[src/logic/spimsp_pkg.sv]
package spimsp_pkg;

  // register indices; byte address is four times the index
  localparam logic [7:0] SPIMSP_IDX_CONTROL = 8'hF4;
  localparam logic [7:0] SPIMSP_IDX_STATUS = 8'hF5;
  localparam logic [7:0] SPIMSP_IDX_DATA = 8'hF6;
  localparam logic [7:0] SPIMSP_IDX_PIN_CTRL = 8'hF7;

  localparam int SPIMSP_ADDR_W = 12;

  // control register fields
  localparam int SPIMSP_CTL_RATE_LO = 0;
  localparam int SPIMSP_CTL_RATE_HI = 1;
  localparam int SPIMSP_CTL_CLOCK_PHASE_BIT = 2;
  localparam int SPIMSP_CTL_CLOCK_POLARITY_BIT = 3;
  localparam int SPIMSP_CTL_MASTER = 4;
  localparam int SPIMSP_CTL_LSB_FIRST = 5;
  localparam int SPIMSP_CTL_INT_EN = 6;
  localparam int SPIMSP_CTL_ENABLE = 7;
  localparam logic [7:0] SPIMSP_CTL_RESET = 8'h00;

  // status register fields
  localparam int SPIMSP_STA_DOUBLE_SPEED = 0;
  localparam int SPIMSP_STA_MODE_FAULT = 5;
  localparam int SPIMSP_STA_WRITE_COLLISION = 6;
  localparam int SPIMSP_STA_TRANSFER_COMPLETE = 7;
  localparam logic [7:0] SPIMSP_STA_RESET = 8'h00;

  // pin control fields: driver and function enables of the four serial pins
  localparam int SPIMSP_PIN_MISO = 0;
  localparam int SPIMSP_PIN_MOSI = 1;
  localparam int SPIMSP_PIN_SCK = 2;
  localparam int SPIMSP_PIN_NSS = 3;
  localparam logic [3:0] SPIMSP_PIN_RESET = 4'h0;
  localparam logic [3:0] SPIMSP_PIN_ALL = 4'hF;

  localparam logic [7:0] SPIMSP_DATA_RESET = 8'h00;
  localparam int SPIMSP_BITS = 8;
  localparam logic [3:0] SPIMSP_LAST_EDGE = 4'hF;

  localparam logic [1:0] SPIMSP_RESP_OKAY = 2'h0;
  localparam logic [1:0] SPIMSP_RESP_SLVERR = 2'h2;

  typedef enum logic [2:0] {
    SPIMSP_SEL_NONE,
    SPIMSP_SEL_CONTROL,
    SPIMSP_SEL_STATUS,
    SPIMSP_SEL_DATA,
    SPIMSP_SEL_PIN
  } spimsp_sel_e;

endpackage : spimsp_pkg

[src/logic/spimsp_port.sv]
// Chosen here: register access over AXI4-Lite.
`timescale 1ns/100ps

// Contract
// - master write to data while idle loads shifter and starts shifting
// - master shifts eight bits out on MOSI while taking eight from MISO
// - last bit copies shifter into receive buffer and sets completion flag, raising the interrupt if enabled
// - data write while busy sets write collision, byte discarded, transfer unharmed
// - master SCK is clock divided by 2 to 256 via rate and double-speed
// - master emits exactly eight SCK pulses per byte, SCK idle between bytes
// - both SCK polarities and phases supported; slave software matches master
// - enabling the port automatically assigns the four serial pin roles
// - slave load only while select low and idle; while select high deferred to select
// - slave select rising mid-byte aborts transfer without completion flag
// - each slave select assertion reloads pending transmit byte into shifter
// - slave shifting runs while CPU suspended; completion interrupt wakes it
// - each finished byte sets completion flag; an interrupt is requested only while interrupt enable is set
// - select low in master mode sets fault and completion, clears master and pins
// - completion flag clears on vector taken or status read then data access
// - write collision clears by status read then data read or write
// - mode fault clears by status read then control write
// - no transmit buffer; receive path has its own read buffer
// - reset forces control register to zero, port disabled
// - data order bit selects LSB or MSB first both directions
module spimsp_port
  import spimsp_pkg::*;
(
  // clock and reset
  input wire logic aclk,
  input wire logic aresetn,
  // axi4-lite write address
  input wire logic [SPIMSP_ADDR_W-1:0] awaddr,
  input wire logic awvalid,
  output logic awready,
  // axi4-lite write data
  input wire logic [31:0] wdata,
  input wire logic [3:0] wstrb,
  input wire logic wvalid,
  output logic wready,
  // axi4-lite write response
  output logic [1:0] bresp,
  output logic bvalid,
  input wire logic bready,
  // axi4-lite read address
  input wire logic [SPIMSP_ADDR_W-1:0] araddr,
  input wire logic arvalid,
  output logic arready,
  // axi4-lite read data
  output logic [31:0] rdata,
  output logic [1:0] rresp,
  output logic rvalid,
  input wire logic rready,
  // cpu interrupt
  output logic irq,
  input wire logic irq_ack,
  // serial clock pin
  input wire logic sck_in,
  output logic sck_out,
  output logic sck_oe_n,
  // master-out slave-in pin
  input wire logic mosi_in,
  output logic mosi_out,
  output logic mosi_oe_n,
  // master-in slave-out pin
  input wire logic miso_in,
  output logic miso_out,
  output logic miso_oe_n,
  // slave select pin, input only
  input wire logic nss_n_in
);

  function automatic spimsp_sel_e decode(input logic [SPIMSP_ADDR_W-1:0] addr);
    logic [SPIMSP_ADDR_W-1:0] ctl;
    ctl = {2'h0, SPIMSP_IDX_CONTROL, 2'h0};
    if (addr == ctl) return SPIMSP_SEL_CONTROL;
    if (addr == {2'h0, SPIMSP_IDX_STATUS, 2'h0}) return SPIMSP_SEL_STATUS;
    if (addr == {2'h0, SPIMSP_IDX_DATA, 2'h0}) return SPIMSP_SEL_DATA;
    if (addr == {2'h0, SPIMSP_IDX_PIN_CTRL, 2'h0}) return SPIMSP_SEL_PIN;
    return SPIMSP_SEL_NONE;
  endfunction : decode

  // data order
  // bit that goes on the wire next
  function automatic logic first_bit(input logic [7:0] b, input logic lsb);
    return lsb ? b[0] : b[7];
  endfunction : first_bit

  // shift one place, new bit enters at the far end
  function automatic logic [7:0] shift_in(input logic [7:0] b, input logic d, input logic lsb);
    return lsb ? {d, b[7:1]} : {b[6:0], d};
  endfunction : shift_in

  logic [7:0] control;
  logic double_speed;
  logic transfer_complete_flag;
  logic write_collision;
  logic mode_fault;
  logic [3:0] port_pin_control;
  logic [7:0] rx_buf;
  logic [7:0] shifter;
  logic [7:0] tx_hold;
  logic out_bit;
  logic cap_bit;
  logic busy;
  logic [3:0] edge_cnt;
  logic [7:0] div_cnt;
  logic sck_lvl;
  logic sck_prev;
  logic nss_prev;
  logic arm_tc;
  logic arm_wc;
  logic arm_mf;

  logic aw_held;
  logic w_held;
  logic [SPIMSP_ADDR_W-1:0] aw_addr_q;
  logic [7:0] w_data_q;
  logic w_strb_q;

  logic wr_go;
  logic rd_go;
  spimsp_sel_e wr_sel;
  spimsp_sel_e rd_sel;
  logic wr_ctl;
  logic wr_pin;
  logic wr_data;
  logic rd_stat;
  logic data_acc;
  logic enabled;
  logic master;
  logic lsb;
  logic clock_phase_bit;
  logic clock_polarity_bit;
  logic mode_fault_ev;
  logic nss_fall;
  logic nss_low;
  logic tick;
  logic lead_ev;
  logic trail_ev;
  logic done_ev;
  logic load_now;
  logic collide;
  logic [7:0] shifted;
  logic [2:0] rate_sel;
  logic [7:0] half_last;

  assign enabled = control[SPIMSP_CTL_ENABLE];
  assign master = control[SPIMSP_CTL_MASTER];
  assign lsb = control[SPIMSP_CTL_LSB_FIRST];
  assign clock_phase_bit = control[SPIMSP_CTL_CLOCK_PHASE_BIT];
  assign clock_polarity_bit = control[SPIMSP_CTL_CLOCK_POLARITY_BIT];
  assign nss_low = !nss_n_in;

  // bus side: the access takes effect in the cycle its answer is launched
  assign wr_go = aw_held && w_held && !bvalid;
  assign rd_go = arvalid && arready;
  assign wr_sel = decode(aw_addr_q);
  assign rd_sel = decode(araddr);
  assign wr_ctl = wr_go && wr_sel == SPIMSP_SEL_CONTROL && w_strb_q;
  assign wr_pin = wr_go && wr_sel == SPIMSP_SEL_PIN && w_strb_q;
  assign wr_data = wr_go && wr_sel == SPIMSP_SEL_DATA && w_strb_q;
  assign rd_stat = rd_go && rd_sel == SPIMSP_SEL_STATUS;
  assign data_acc = (wr_go && wr_sel == SPIMSP_SEL_DATA) || (rd_go && rd_sel == SPIMSP_SEL_DATA);

  assign mode_fault_ev = enabled && master && nss_low;

  assign rate_sel = {control[SPIMSP_CTL_RATE_HI:SPIMSP_CTL_RATE_LO], !double_speed};
  assign half_last = 8'((9'h001 << rate_sel) - 9'h001);
  assign tick = busy && master && div_cnt == half_last;

  assign nss_fall = nss_prev && nss_low;

  // edge roles follow polarity and phase
  always_comb begin
    lead_ev = 1'b0;
    trail_ev = 1'b0;
    if (enabled && master) begin
      lead_ev = tick && !edge_cnt[0];
      trail_ev = tick && edge_cnt[0];
    end else if (enabled && nss_low && !nss_prev && sck_in != sck_prev) begin
      // slave edges need no cpu activity
      lead_ev = sck_in != clock_polarity_bit;
      trail_ev = sck_in == clock_polarity_bit;
    end
  end

  assign shifted = shift_in(shifter, clock_phase_bit ? (master ? miso_in : mosi_in) : cap_bit, lsb);
  assign done_ev = trail_ev && edge_cnt[3:1] == 3'(SPIMSP_BITS - 1);
  assign collide = wr_data && enabled && busy;
  assign load_now = wr_data && !busy && (master || nss_low);

  // axi write channels; address and data may come in either order
  always_ff @(posedge aclk) begin
    if (!aresetn) begin
      aw_held <= 1'b0;
      awready <= 1'b0;
      aw_addr_q <= '0;
    end else if (awvalid && awready) begin
      aw_held <= 1'b1;
      awready <= 1'b0;
      aw_addr_q <= awaddr;
    end else begin
      if (wr_go) aw_held <= 1'b0;
      awready <= !aw_held && !bvalid;
    end
  end

  always_ff @(posedge aclk) begin
    if (!aresetn) begin
      w_held <= 1'b0;
      wready <= 1'b0;
      w_data_q <= SPIMSP_DATA_RESET;
      w_strb_q <= 1'b0;
    end else if (wvalid && wready) begin
      w_held <= 1'b1;
      wready <= 1'b0;
      w_data_q <= wdata[7:0];
      w_strb_q <= wstrb[0];
    end else begin
      if (wr_go) w_held <= 1'b0;
      wready <= !w_held && !bvalid;
    end
  end

  always_ff @(posedge aclk) begin
    if (!aresetn) begin
      bvalid <= 1'b0;
      bresp <= SPIMSP_RESP_OKAY;
    end else if (wr_go) begin
      bvalid <= 1'b1;
      bresp <= (wr_sel == SPIMSP_SEL_NONE) ? SPIMSP_RESP_SLVERR : SPIMSP_RESP_OKAY;
    end else if (bready) begin
      bvalid <= 1'b0;
    end
  end

  // axi read; one read in flight, answered the cycle after acceptance
  always_ff @(posedge aclk) begin
    if (!aresetn) begin
      arready <= 1'b0;
      rvalid <= 1'b0;
      rdata <= '0;
      rresp <= SPIMSP_RESP_OKAY;
    end else if (rd_go) begin
      arready <= 1'b0;
      rvalid <= 1'b1;
      rresp <= SPIMSP_RESP_OKAY;
      unique case (rd_sel)
        SPIMSP_SEL_CONTROL: rdata <= {24'h0, control};
        SPIMSP_SEL_STATUS: rdata <= {24'h0, transfer_complete_flag, write_collision,
                                     mode_fault, 4'h0, double_speed};
        SPIMSP_SEL_DATA: rdata <= {24'h0, rx_buf};
        SPIMSP_SEL_PIN: rdata <= {28'h0, port_pin_control};
        SPIMSP_SEL_NONE: begin
          rdata <= '0;
          rresp <= SPIMSP_RESP_SLVERR;
        end
      endcase
    end else begin
      if (rready) rvalid <= 1'b0;
      arready <= !rvalid || rready;
    end
  end

  always_ff @(posedge aclk) begin
    if (!aresetn) begin
      control <= SPIMSP_CTL_RESET;
    end else begin
      if (wr_ctl) control <= w_data_q;
      // fault drops master select; it wins over a same-cycle write
      if (mode_fault_ev) control[SPIMSP_CTL_MASTER] <= 1'b0;
    end
  end

  always_ff @(posedge aclk) begin
    if (!aresetn) begin
      port_pin_control <= SPIMSP_PIN_RESET;
    end else if (mode_fault_ev) begin
      port_pin_control <= SPIMSP_PIN_RESET;
    end else if (wr_ctl && w_data_q[SPIMSP_CTL_ENABLE] && !enabled) begin
      port_pin_control <= SPIMSP_PIN_ALL;
    end else if (wr_pin) begin
      port_pin_control <= w_data_q[3:0];
    end
  end

  // status read arms the clear; the following access performs it
  always_ff @(posedge aclk) begin
    if (!aresetn) begin
      arm_tc <= 1'b0;
      arm_wc <= 1'b0;
      arm_mf <= 1'b0;
    end else if (rd_stat) begin
      arm_tc <= transfer_complete_flag;
      arm_wc <= write_collision;
      arm_mf <= mode_fault;
    end else begin
      if (data_acc) arm_tc <= 1'b0;
      if (data_acc) arm_wc <= 1'b0;
      if (wr_ctl) arm_mf <= 1'b0;
    end
  end

  // status flags: a set always beats a clear in the same cycle
  always_ff @(posedge aclk) begin
    if (!aresetn) begin
      double_speed <= SPIMSP_STA_RESET[SPIMSP_STA_DOUBLE_SPEED];
      transfer_complete_flag <= SPIMSP_STA_RESET[SPIMSP_STA_TRANSFER_COMPLETE];
      write_collision <= SPIMSP_STA_RESET[SPIMSP_STA_WRITE_COLLISION];
      mode_fault <= SPIMSP_STA_RESET[SPIMSP_STA_MODE_FAULT];
    end else begin
      if (wr_go && wr_sel == SPIMSP_SEL_STATUS && w_strb_q)
        double_speed <= w_data_q[SPIMSP_STA_DOUBLE_SPEED];
      if (done_ev || mode_fault_ev) transfer_complete_flag <= 1'b1;
      else if (irq_ack || (arm_tc && data_acc)) transfer_complete_flag <= 1'b0;
      if (collide) write_collision <= 1'b1;
      else if (arm_wc && data_acc) write_collision <= 1'b0;
      if (mode_fault_ev) mode_fault <= 1'b1;
      else if (arm_mf && wr_ctl) mode_fault <= 1'b0;
    end
  end

  always_ff @(posedge aclk) begin
    if (!aresetn || !busy || tick) begin
      div_cnt <= 8'h00;
    end else begin
      div_cnt <= div_cnt + 8'h01;
    end
  end

  always_ff @(posedge aclk) begin
    if (!aresetn) begin
      sck_prev <= 1'b0;
      nss_prev <= 1'b1;
    end else begin
      sck_prev <= sck_in;
      nss_prev <= nss_n_in;
    end
  end

  // shift engine shared by master and slave
  always_ff @(posedge aclk) begin
    if (!aresetn) begin
      shifter <= SPIMSP_DATA_RESET;
      tx_hold <= SPIMSP_DATA_RESET;
      out_bit <= 1'b0;
      cap_bit <= 1'b0;
      busy <= 1'b0;
      edge_cnt <= 4'h0;
      rx_buf <= SPIMSP_DATA_RESET;
    end else if (!enabled || mode_fault_ev || (!master && !nss_low)) begin
      // abort without completion; write is held for the next select
      busy <= 1'b0;
      edge_cnt <= 4'h0;
      if (wr_data) tx_hold <= w_data_q;
    end else if (!busy && nss_fall && !master && !load_now) begin
      shifter <= tx_hold;
      out_bit <= first_bit(tx_hold, lsb);
    end else if (load_now) begin
      // load, and start only when master; straight into the shifter
      shifter <= w_data_q;
      tx_hold <= w_data_q;
      out_bit <= first_bit(w_data_q, lsb);
      busy <= master;
      edge_cnt <= 4'h0;
    end else begin
      if (lead_ev) begin
        busy <= 1'b1;
        edge_cnt <= edge_cnt + 4'h1;
        // phase picks sample or drive on the leading edge
        if (clock_phase_bit) out_bit <= first_bit(shifter, lsb);
        else cap_bit <= master ? miso_in : mosi_in;
      end
      if (trail_ev) begin
        // one bit out, one bit in
        shifter <= shifted;
        edge_cnt <= edge_cnt + 4'h1;
        if (!clock_phase_bit) out_bit <= first_bit(shifted, lsb);
      end
      // receive buffer copy; older byte overwritten
      if (done_ev) begin
        rx_buf <= shifted;
        busy <= 1'b0;
        edge_cnt <= 4'h0;
      end
    end
  end

  // eight pulses, idle level between bytes
  always_ff @(posedge aclk) begin
    if (!aresetn) begin
      sck_lvl <= 1'b0;
    end else if (!busy || !master) begin
      sck_lvl <= clock_polarity_bit;
    end else if (tick) begin
      sck_lvl <= (edge_cnt == SPIMSP_LAST_EDGE) ? clock_polarity_bit : !sck_lvl;
    end
  end

  // pin drivers; a fault clearing pin control turns them off
  always_ff @(posedge aclk) begin
    if (!aresetn) begin
      sck_oe_n <= 1'b1;
      mosi_oe_n <= 1'b1;
      miso_oe_n <= 1'b1;
    end else begin
      sck_oe_n <= !(enabled && master && port_pin_control[SPIMSP_PIN_SCK]);
      mosi_oe_n <= !(enabled && master && port_pin_control[SPIMSP_PIN_MOSI]);
      // slave drives MISO only while selected, so shared lines stay free
      miso_oe_n <= !(enabled && !master && nss_low && port_pin_control[SPIMSP_PIN_MISO]);
    end
  end

  always_ff @(posedge aclk) begin
    if (!aresetn) begin
      sck_out <= 1'b0;
      mosi_out <= 1'b0;
      miso_out <= 1'b0;
    end else begin
      sck_out <= sck_lvl;
      mosi_out <= out_bit;
      miso_out <= out_bit;
    end
  end

  // gated request; this same line wakes a suspended cpu
  always_ff @(posedge aclk) begin
    if (!aresetn) begin
      irq <= 1'b0;
    end else begin
      irq <= transfer_complete_flag && control[SPIMSP_CTL_INT_EN];
    end
  end

endmodule : spimsp_port

[config.mk]
export PLATFORM = sky130hd
export DESIGN_NAME = spimsp_port
export DESIGN_NICKNAME = d
export VERILOG_FILES = /design/src/logic/spimsp_pkg.sv /design/src/logic/spimsp_port.sv
export SDC_FILE = /design/constraint.sdc
export NUM_CORES = 1
export LEC_CHECK = 0
export BUFFER_PORTS_ARGS = -buffer_cell sky130_fd_sc_hd__buf_2
export CAP_MARGIN = 40
export CORE_UTILIZATION = 49
export CTS_CLUSTER_SIZE = 8
export DETAILED_ROUTE_END_ITERATION = 8
export GPL_TIMING_DRIVEN = 0
export HOLD_SLACK_MARGIN = 0.15
export PLACE_DENSITY = 0.76
export SYNTH_ARGS = -nofsm -noshare
export SYNTH_HDL_FRONTEND = slang
export SYNTH_SLANG_ARGS = --single-unit
[constraint.sdc]
create_clock -name aclk -period 2.7 [get_ports aclk]
set_input_delay 0.54 -clock aclk [delete_from_list [all_inputs] [get_ports aclk]]
set_output_delay 0.54 -clock aclk [all_outputs]
set_load 0.01 [all_outputs]
Word-level counts from Yosys, hierarchy flattened
Cells that the tools add are included.

Equality and inequality tests: 24. Add/subtract/negate cells: 3. $mul: 0. Div/mod/pow operators: 0. Reduce and logical (&&, ||, !) cells: 102. Bitwise operators: 5. Muxes and demuxes: 93. Magnitude comparators: 0. Shifts and indexed selects: 1.

Operators with widths (count): case mux 32 bit (5 select lines) (1); == test 12 x 10 -> 1 bit, second input constant (8); two-way mux 8 bit (8); two-way mux 1 bit (60); two-way mux 3 bit (16); logical AND 1 bit (47); two-way mux 4 bit (6); nonzero test 2 bit (12); zero test 1 bit (17); == test 3 x 2 -> 1 bit, second input constant (4); logical OR 1 bit (10); OR reduction 2 bit (5); == test 3 bit, second input constant (3); adder 8 x 1 -> 8 bit, second input constant (1); == test 8 bit (1); << shifter 1 x 3 -> 8 bit, first input constant (1); subtractor 8 x 1 -> 8 bit, second input constant (1); == test 3 x 1 -> 1 bit, second input constant (2); zero test 3 bit (2); AND reduction 2 bit (3); nonzero test 3 bit (2); inverter 1 bit (5); AND reduction 5 bit (1); adder 4 x 1 -> 4 bit, second input constant (1); other kinds (8) (11).

Bits in read-only memories: 0. Input port bits: 72. Memories kept: 0. Output and inout port bits: 48. Bits in latches: 0. Register bits: 131. Bits in writable memories: 0.

Logic depth before layout (Yosys ltp)
Gate-level depths: netlist of run 1.

Depth in word-level cells: 21. Depth in mapped cells: 14. Mapped depth without buffers: 11.

Worst setup path after synthesis of run 1
Ideal clock, no wire load.

Path kind: reg-to-reg. Start point: reg control[0]. End point: reg out_bit. Setup slack: -0.132 ns. Data required time: 2.570 ns. Arrival: 2.702 ns. Period minus slack after synthesis: 2.832 ns. Cell stages (with the launch flop): 12. Path buffers: 2. Cell sequence: dfxtp_1 -> buf_2 -> or3_1 -> ha_1 -> buf_2 -> and2b_1 -> o22a_1 -> o31ai_1 -> a311oi_4 -> o31ai_1 -> mux2i_1 -> o211ai_1.

Cells in the longest elaborated chain, start to end: 11.

RTL lines: start, declared (RTL line spimsp_port.sv:93) `logic [7:0] control;`; start signal, assigned (RTL line spimsp_port.sv:269) `if (wr_ctl) control <= w_data_q;`; << shifter 1 x 3 -> 8 bit (*) (RTL line spimsp_port.sv:168) `assign half_last = 8'((9'h001 << rate_sel) - 9'h001);`; subtractor 8 x 1 -> 8 bit (*) (RTL line spimsp_port.sv:168); == test 8 bit (*) (RTL line spimsp_port.sv:169) `assign tick = busy && master && div_cnt == half_last;`; logical AND 1 bit (*) (RTL line spimsp_port.sv:169); logical AND 1 bit (RTL line spimsp_port.sv:178) `lead_ev = tick && !edge_cnt[0];`; two-way mux 1 bit (RTL line spimsp_port.sv:177) `if (enabled && master) begin`; two-way mux 1 bit (RTL line spimsp_port.sv:367) `if (lead_ev) begin`; two-way mux 1 bit (RTL line spimsp_port.sv:378) `if (!clock_phase_bit) out_bit <= first_bit(shifted, lsb);`; two-way mux 1 bit (*) (RTL line spimsp_port.sv:374) `if (trail_ev) begin`; two-way mux 1 bit (*) (RTL line spimsp_port.sv:359) `end else if (load_now) begin`; two-way mux 1 bit (*) (RTL line spimsp_port.sv:356) `end else if (!busy && nss_fall && !master && !load_now) begin`; end signal, assigned (RTL line spimsp_port.sv:358) `out_bit <= first_bit(tx_hold, lsb);`; end signal, assigned (RTL line spimsp_port.sv:363) `out_bit <= first_bit(w_data_q, lsb);`; end signal, assigned (RTL line spimsp_port.sv:378); end, declared (RTL line spimsp_port.sv:102) `logic out_bit;`.

Every way passes the cells marked *; elsewhere a longest branch is shown, timed or not. A chain may end at the register's enable or synchronous reset.

Worst setup path in the final report of run 1
Start point: reg double_speed. End point: reg edge_cnt[2].

Cells in the longest elaborated chain, start to end: 10.

RTL lines: start, declared (RTL line spimsp_port.sv:94) `logic double_speed;`; start signal, assigned (RTL line spimsp_port.sv:307) `double_speed <= SPIMSP_STA_RESET[SPIMSP_STA_DOUBLE_SPEED];`; start signal, assigned (RTL line spimsp_port.sv:313) `double_speed <= w_data_q[SPIMSP_STA_DOUBLE_SPEED];`; zero test 1 bit (*) (RTL line spimsp_port.sv:167) `assign rate_sel = {control[SPIMSP_CTL_RATE_HI:SPIMSP_CTL_RATE_LO], !double_speed};`; << shifter 1 x 3 -> 8 bit (*) (RTL line spimsp_port.sv:168); subtractor 8 x 1 -> 8 bit (*) (RTL line spimsp_port.sv:168); == test 8 bit (*) (RTL line spimsp_port.sv:169); logical AND 1 bit (*) (RTL line spimsp_port.sv:169); logical AND 1 bit (RTL line spimsp_port.sv:179) `trail_ev = tick && edge_cnt[0];`; two-way mux 1 bit (RTL line spimsp_port.sv:177); two-way mux 4 bit or logical AND 1 bit (tied branches) (RTL line spimsp_port.sv:374, spimsp_port.sv:188); two-way mux 4 bit or nonzero test 4 bit (tied branches); two-way mux 4 bit or AND reduction 2 bit (tied branches); end signal, assigned (RTL line spimsp_port.sv:369) `edge_cnt <= edge_cnt + 4'h1;`; end signal, assigned (RTL line spimsp_port.sv:377) `edge_cnt <= edge_cnt + 4'h1;`; end, declared (RTL line spimsp_port.sv:105) `logic [3:0] edge_cnt;`.

Marks and branches as above.

==> run_results.csv, run 1 <==
group,metric,value,unit
die,initial_utilization,0.507,
placement,dp.cells,858,
finish,antenna_cells,0,
power_and_ir_drop,p_leak,2.60,nW
timing,finalCritPeriodShare,1.04,
die,core,10400,um^2
placement,dp_hpwl,10.0,mm
yosys,ys_warn_count,0,
outcome,violations,"negative setup slack",
worst_setup_path,r2r-start,"double_speed",
die,fp.dieH,106,um
clock_network,tritoncts,"done",
placement,gp_routability_congestion,0.869,
grt,grt_use_total,0.250,
clock_network,clk_pin_slew,100,ps
die,io_pins,120,
outcome,status,"finished, violations left",
grt,gr-total-overflow,0,
finish,fin_util,0.610,
finish,layout-drive-gt1-share,0.226,
timing,finClkSkew,17.8,ps
grt,grt_max_degree,18,
yosys,synth_cell_types,65,
placement,io_buffers,66,
finish,instances_no_fill,888,
timing,max_freq,354,MHz
timing,tightestPinTransition,879,ps
worst_setup_path,worst-r2r-setup-slack,-120,ps
drt,vias,4902,
power_and_ir_drop,pwr_density_cell,428,nW/um^2
worst_setup_path,rr_worst_depth,12,
timing,fin_crit,2820,ps
die,die_area,11100,um^2
yosys,syn_area,5250,um^2
clock_network,cts-htree-levels,3,
drt,first_pass_iters,5,
timing,setup_viol,12,
worst_setup_path,cp.required,3000,ps
drt,wirelength,13.7,mm
drt,ant_nets,0,
finish,final_common_cell,"nand2_1",
yosys,async_reset_ff_frac,0,
worst_setup_path,crit_fanout,5,
yosys,synth_area_per_cell,8.34,um^2
worst_hold_path,hold_start,"awaddr[7]",
drt,vias_per_cell,5.52,
timing,rsz0062_at_grt,"true",
yosys,synth_edf_count,0,
drt,remaining_drc_errors,0,
finish,fillers,932,
die,die-width,106,um
timing,hold_viol,0,
worst_hold_path,hold_path_class,"input pin to flop",
clock_network,clockBufferDepth,2,
yosys,ys_ff_latch,105,
finish,fin_nets,822,
grt,antenna_found_initial,0,
grt,grt_pass1_wl,22.1,mm
clock_network,cts_made_buffers,9,
power_and_ir_drop,vdd_ir_drop_max,0.364,mV
clock_network,clk_latency,380,ps
worst_setup_path,critPathKind,"flop to flop",
die,rows,37,
worst_setup_path,timing.critical_path.to_type,"flop",
finish,area_growth_syn_to_layout,20.4,%
timing,drv_slew,0,
timing,max_slew_margin,0.410,
finish,final_cell_mix,"nand2_1, dfxtp_1, buf_2",
flow_run,maxCapViolations,0,
timing,setup_slack,-121,ps
drt,drt_iter0_markers,340,
worst_setup_path,worstPathArrival,3120,ps
drt,wl_per_cell,15.5,um
yosys,syn-instance-count,630,
worst_setup_path,r2r_end,"edge_cnt[2]",
grt,grt_pass1_vias,4700,
yosys,synth_top_flop_cell,"dfxtp_1",
power_and_ir_drop,finalPower,0.00271,W
clock_network,clock_sinks,105,
worst_hold_path,hold-path-cell-count,3,
clock_network,clockRootBuffer,"clkbuf_8",
worst_setup_path,critPathLaunchType,"flop",
worst_hold_path,whs_endpoint,"aw_addr_q[7]",
yosys,yosysSeqAreaShare,0.400,
[per-layer routing]
metal	share of wire	vias up	GRT usage
li1	-	2388	-
met1	0.43	2298	0.305
met3	0.062	33	0.0575
met4	0.022	0	0.0982
met2	0.49	183	0.426
met5	0	-	0
[critical path, stage by stage (launching register included)]
cell	delay, ps
dfxtp_4	390
nor2b_4	140
nor2b_2	170
inv_1	90
ha_4	200
and2b_2	220
o22a_1	200
o31ai_4	220
a311oi_4	100
buf_4	180
o21a_1	180
or4b_1	510
a21oi_1	150
[timing repair]
| item | in CTS | in global routing |
|---|---|---|
| hold buffers | 0 | 0 |
| setup buffers | 11 | 9 |
| endpoints found under the setup margin | 32 | 32 |
| resized for setup | 14 | 17 |
| pin swaps | 10 | 8 |
[where the power goes]
group          leakage, nW  total [W]  switching (W)  internal, W
Combinational         1.67   0.000225       0.000132    0.0000926
Sequential           0.852    0.00160      0.0000268      0.00157
Clock               0.0803   0.000885       0.000544     0.000341
Total                 2.60    0.00271       0.000703      0.00201
[sequential cells by signal (all words and copies together), names as in the netlist, 4 cells and up]
signal,count
port_pin_control,4
aw_addr_q,12
div_cnt,8
control,8
w_data_q,8
tx_hold,8
rx_buf,8
shifter,8
rdata,8
edge_cnt,4
[kinds of logic after synthesis]
logic type      count (synthesis)  synth area share
compound gates                130             0.155
xor+xnor                       12            0.0200
fa+ha+maj                       3           0.00715
buf+inv                        74            0.0741
flops                         105             0.400
mux                            53             0.106
other cells                     1          0.000714
simple gates                  252             0.237
[cells in the mapped netlist, drive strengths merged (3+ instances only)]
cell type | number | share of area
a211oi | 4 | 0.0057
a21oi | 62 | 0.059
a22oi | 4 | 0.0057
and2 | 8 | 0.0095
and3 | 9 | 0.011
buf | 35 | 0.046
clkbuf | 25 | 0.018
dfxtp | 105 | 0.40
ha | 3 | 0.0071
inv | 14 | 0.010
mux2 | 9 | 0.019
mux2i | 43 | 0.082
nand2 | 109 | 0.078
nand2b | 7 | 0.0083
nand3 | 35 | 0.036
nand3b | 4 | 0.0057
nand4 | 10 | 0.013
nand4b | 4 | 0.0067
nor2 | 34 | 0.025
nor2b | 6 | 0.0071
nor3 | 10 | 0.010
nor3b | 4 | 0.0057
nor4 | 3 | 0.0076
o211ai | 11 | 0.016
o21ai | 25 | 0.027
o311ai | 3 | 0.0050
xnor2 | 6 | 0.010
xor2 | 6 | 0.010
[stage by stage]
stage | instance area (um^2) | setup WS (ps) | hold slack (ps) | setup TNS [ps]
global placement | 5880 | -330 | 441 | -7560
detailed placement | 5890 | -406 | 449 | -6500
CTS | 6170 | -148 | 381 | -500
finish | 6320 | -121 | 392 | -537
global route | 6320 | -221 | 385 | -2400
floorplan | 5380 | 7.24 | 396 | 0
[worst max path at each step]
stage	to	from	slack, ps
after floorplan	edge_cnt[2]	double_speed	7
after global placement	rx_buf[3]	control[1]	-330
after detailed placement	rx_buf[6]	control[1]	-410
after CTS	edge_cnt[2]	control[1]	-150
after global routing	edge_cnt[2]	double_speed	-220
final	edge_cnt[2]	double_speed	-120
[cell type report]
class	count	area, um^2	share of cell area
Buffer	55	313	0.0495
Clock buffer	11	131	0.0208
Clock inverter	5	37.5	0.00594
Inverter	14	52.6	0.00831
Multi-Input combinational cell	476	3010	0.475
Sequential cell	105	2110	0.333
Tap cell	136	170	0.0269
Timing Repair Buffer	86	505	0.0799
Power figures use the tool's default switching activity.
==> run 2: changes to the inputs <==
Settings changed: ABC_AREA set to 1, SKIP_LAST_GASP set to 1.
==> run 2 against run 1 <==
  * The flow now finishes without violations
  * Power rose by 1.2%
  * Utilization fell by 2.7 points
  * Clock-buffer cell count fell by 1
  * Wire length fell by 6.8%
  * Via count rose by 2.3%
  * Synthesized area fell by 0.52%
  * Sequential share of layout area rose by 1.6 points
  * Critical path depth rose by 8
  * Maximum frequency rose by 12%
  * First-iteration DRC count fell by 32%
  * Worst hold slack improved by 14 ps
  * Setup slack improved by 310 ps
  * Critical path type unchanged
  * Highest routed layer unchanged
==> run_results.csv, run 2 <==
group,metric,value,unit
drt,vias,5015,
yosys,synth_area_leaders,"dfxtp_1, nand2_1, inv_1",
clock_network,cts_made_buffers,9,
drt,ant_nets,0,
drt,drt_iter0_markers,231,
grt,grt_use_total,0.237,
placement,io_buffers,66,
clock_network,clock_sinks,105,
clock_network,tritoncts,"done",
worst_setup_path,crit_fanout,10,
power_and_ir_drop,p_sw,0.000727,W
power_and_ir_drop,pwr_density_cell,455,nW/um^2
outcome,status,"completed",
timing,drv_slew,0,
drt,wirelength,12.8,mm
clock_network,clk_latency,380,ps
worst_setup_path,worstPathArrival,2800,ps
timing,max_slew_margin,0.533,
die,rows,37,
placement,dp_hpwl,9.84,mm
worst_setup_path,timing.critical_path.to_type,"flop",
yosys,syn-instance-count,741,
finish,antenna_cells,0,
flow_run,maxCapViolations,0,
finish,layout-drive-gt1-share,0.187,
worst_setup_path,critPathLaunchType,"flop",
drt,wl_per_cell,13.0,um
finish,area_growth_syn_to_layout,15.2,%
power_and_ir_drop,cell_internal_pwr,0.00201,W
yosys,synth_top_area_frac,0.402,
yosys,synth_top_flop_cell,"dfxtp_1",
worst_setup_path,crit_chain,"buf_2 > inv_2 > nand3_1 > ha_2 > inv_1 > nand2_1 > nand2_1 > nor2_1 > nand2_1 > nor2_1 > nand2_1 > nor2_2 > nand4_1 > nand2_2 > inv_2 > nand3_1 > nand2_1 > buf_6 > o21ai_1 > nor2_1",
power_and_ir_drop,pwr-share-seq,0.586,
die,io_pins,120,
yosys,synth_cell_types,44,
worst_hold_path,hold_path_class,"input pin to flop",
drt,remaining_drc_errors,0,
die,die_area,11100,um^2
clock_network,clk_pin_slew,100,ps
power_and_ir_drop,switching_share,0.265,
drt,first_pass_iters,4,
yosys,synth_area_per_cell,7.05,um^2
die,core,10300,um^2
grt,gr-total-overflow,0,
worst_setup_path,cp_top_family,"simple AND/OR/NAND/NOR gates",
timing,rsz0062_at_grt,"true",
placement,gp_routability_congestion,0.886,
timing,whs,406,ps
finish,final_common_cell,"nand2_1",
grt,antenna_found_initial,0,
finish,instances_no_fill,986,
timing,finClkSkew,10.5,ps
timing,hold_viol,0,
yosys,syn_area,5230,um^2
worst_setup_path,slowest_stage,"ha_2",
grt,grt_max_degree,18,
timing,fin_crit,2520,ps
die,fp.dieH,105,um
finish,regMostFlops,"aw_addr_q",
power_and_ir_drop,power_frac_clock,0.328,
yosys,ys_warn_count,0,
yosys,synth_top_cell_by_area,"dfxtp_1",
timing,max_freq,397,MHz
clock_network,clockBufferDepth,2,
timing,fin_setup_tns,0,ps
clock_network,clockRootBuffer,"clkbuf_8",
clock_network,cts-htree-levels,3,
timing,setup_viol,0,
power_and_ir_drop,combPwrFrac,0.086,
yosys,ys_top_cells_by_count,"nand2_1, dfxtp_1, inv_1",
worst_setup_path,cp.required,2980,ps
power_and_ir_drop,p_leak,2.67,nW
worst_setup_path,crit_top_cell,"nand2_1",
die,initial_utilization,0.506,
grt,grt_pass1_vias,4439,
worst_setup_path,path_buf_inv,5,
die,die-width,105,um
finish,largest_reg_flops,12,
power_and_ir_drop,vdd_ir_drop_max,0.376,mV
finish,final_cell_mix,"nand2_1, dfxtp_1, inv_1",
yosys,async_reset_ff_frac,0,
timing,tightestPinTransition,694,ps
placement,dp.cells,968,
grt,grt_pass1_wl,20.6,mm
yosys,yosysSeqAreaShare,0.402,
yosys,synth_edf_count,0,
finish,fin_nets,921,
yosys,ys_ff_latch,105,
worst_setup_path,slowest_delay,330,ps
timing,finalCritPeriodShare,0.932,
drt,vias_per_cell,5.09,
worst_setup_path,critPathKind,"flop to flop",
yosys,synth.most_common_cell,"nand2_1",
## run 2: cell count changes after synthesis, moves of 16 or more
cell,before,now
nand2_1,109,147
mux2i_1,43,1
nor2_1,33,77
inv_1,14,91
o21ai_0,19,67
clkbuf_1,25,9
## run 2: worst paths after layout
| kind | depth (start not counted) | slack (ps) | from | endpoint |
|---|---|---|---|---|
| setup / recovery | 20 | 180 | double_speed | shifter[2] |
| hold / removal | 3 | 410 | awaddr[11] | aw_addr_q[11] |
| setup reg to reg | 20 | 180 | double_speed | shifter[2] |
| hold reg to reg | 1 | 450 | port_pin_control[1] | mosi_oe_n |
## run 2: logic make-up after synthesis
| family | synth area share |
|---|---|
| xor+xnor | 0.0101 |
| fa+ha+maj | 0.00718 |
| compound gates | 0.174 |
| buf+inv | 0.136 |
| other cells | 0.000718 |
| flops | 0.402 |
| simple gates | 0.268 |
| mux | 0.00192 |
## run 2: layer usage
layer	share of wire	global-route usage	up-vias
met3	0.055	0.0544	27
met5	0	0	-
met4	0.024	0.0946	0
met2	0.47	0.399	159
met1	0.45	0.293	2260
li1	-	-	2569
## run 2: power groups by stage
stage / Combinational (W) / Clock (W) / Sequential (W)
2_1_floorplan: 0.000150 / 0 / 0.00164
3_3_place_gp: 0.000231 / 0 / 0.00164
3_5_place_dp: 0.000233 / 0 / 0.00164
4_1_cts: 0.000234 / 0.000919 / 0.00161
5_1_grt: 0.000262 / 0.000973 / 0.00161
6_report: 0.000236 / 0.000900 / 0.00161
## run 2: what timing repair did
item                       in CTS  in global routing
hold endpoints to repair        0                  0
resized for setup               0                  7
setup buffers                   0                  3
hold buffers                    0                  0
setup endpoints to repair       0                 13
## run 2: stage by stage
step                setup WS [ps]  total power, W  area [um^2]   util
floorplan                     538         0.00179         5320      -
CTS                           117         0.00276         5990  0.580
detailed placement            135         0.00187         5820  0.564
finish                        184         0.00274         6020  0.583
global placement              176         0.00187         5820  0.564
global route                -29.5         0.00284         6020  0.583
## run 2: layout make-up
class / count / area, um^2
tap: 136 / 170
clock buffer: 10 / 128
inverter: 99 / 374
sequential: 105 / 2100
fill: 1043 / 4310
timing repair buffer: 69 / 353
buffer: 51 / 337
multi-input combinational: 511 / 2510
clock inverter: 5 / 41.3
## run 2: tightest hold or removal path, cell delays in order
cell,delay [ps]
buf_2,70
o21ai_0,70
nor2_1,70
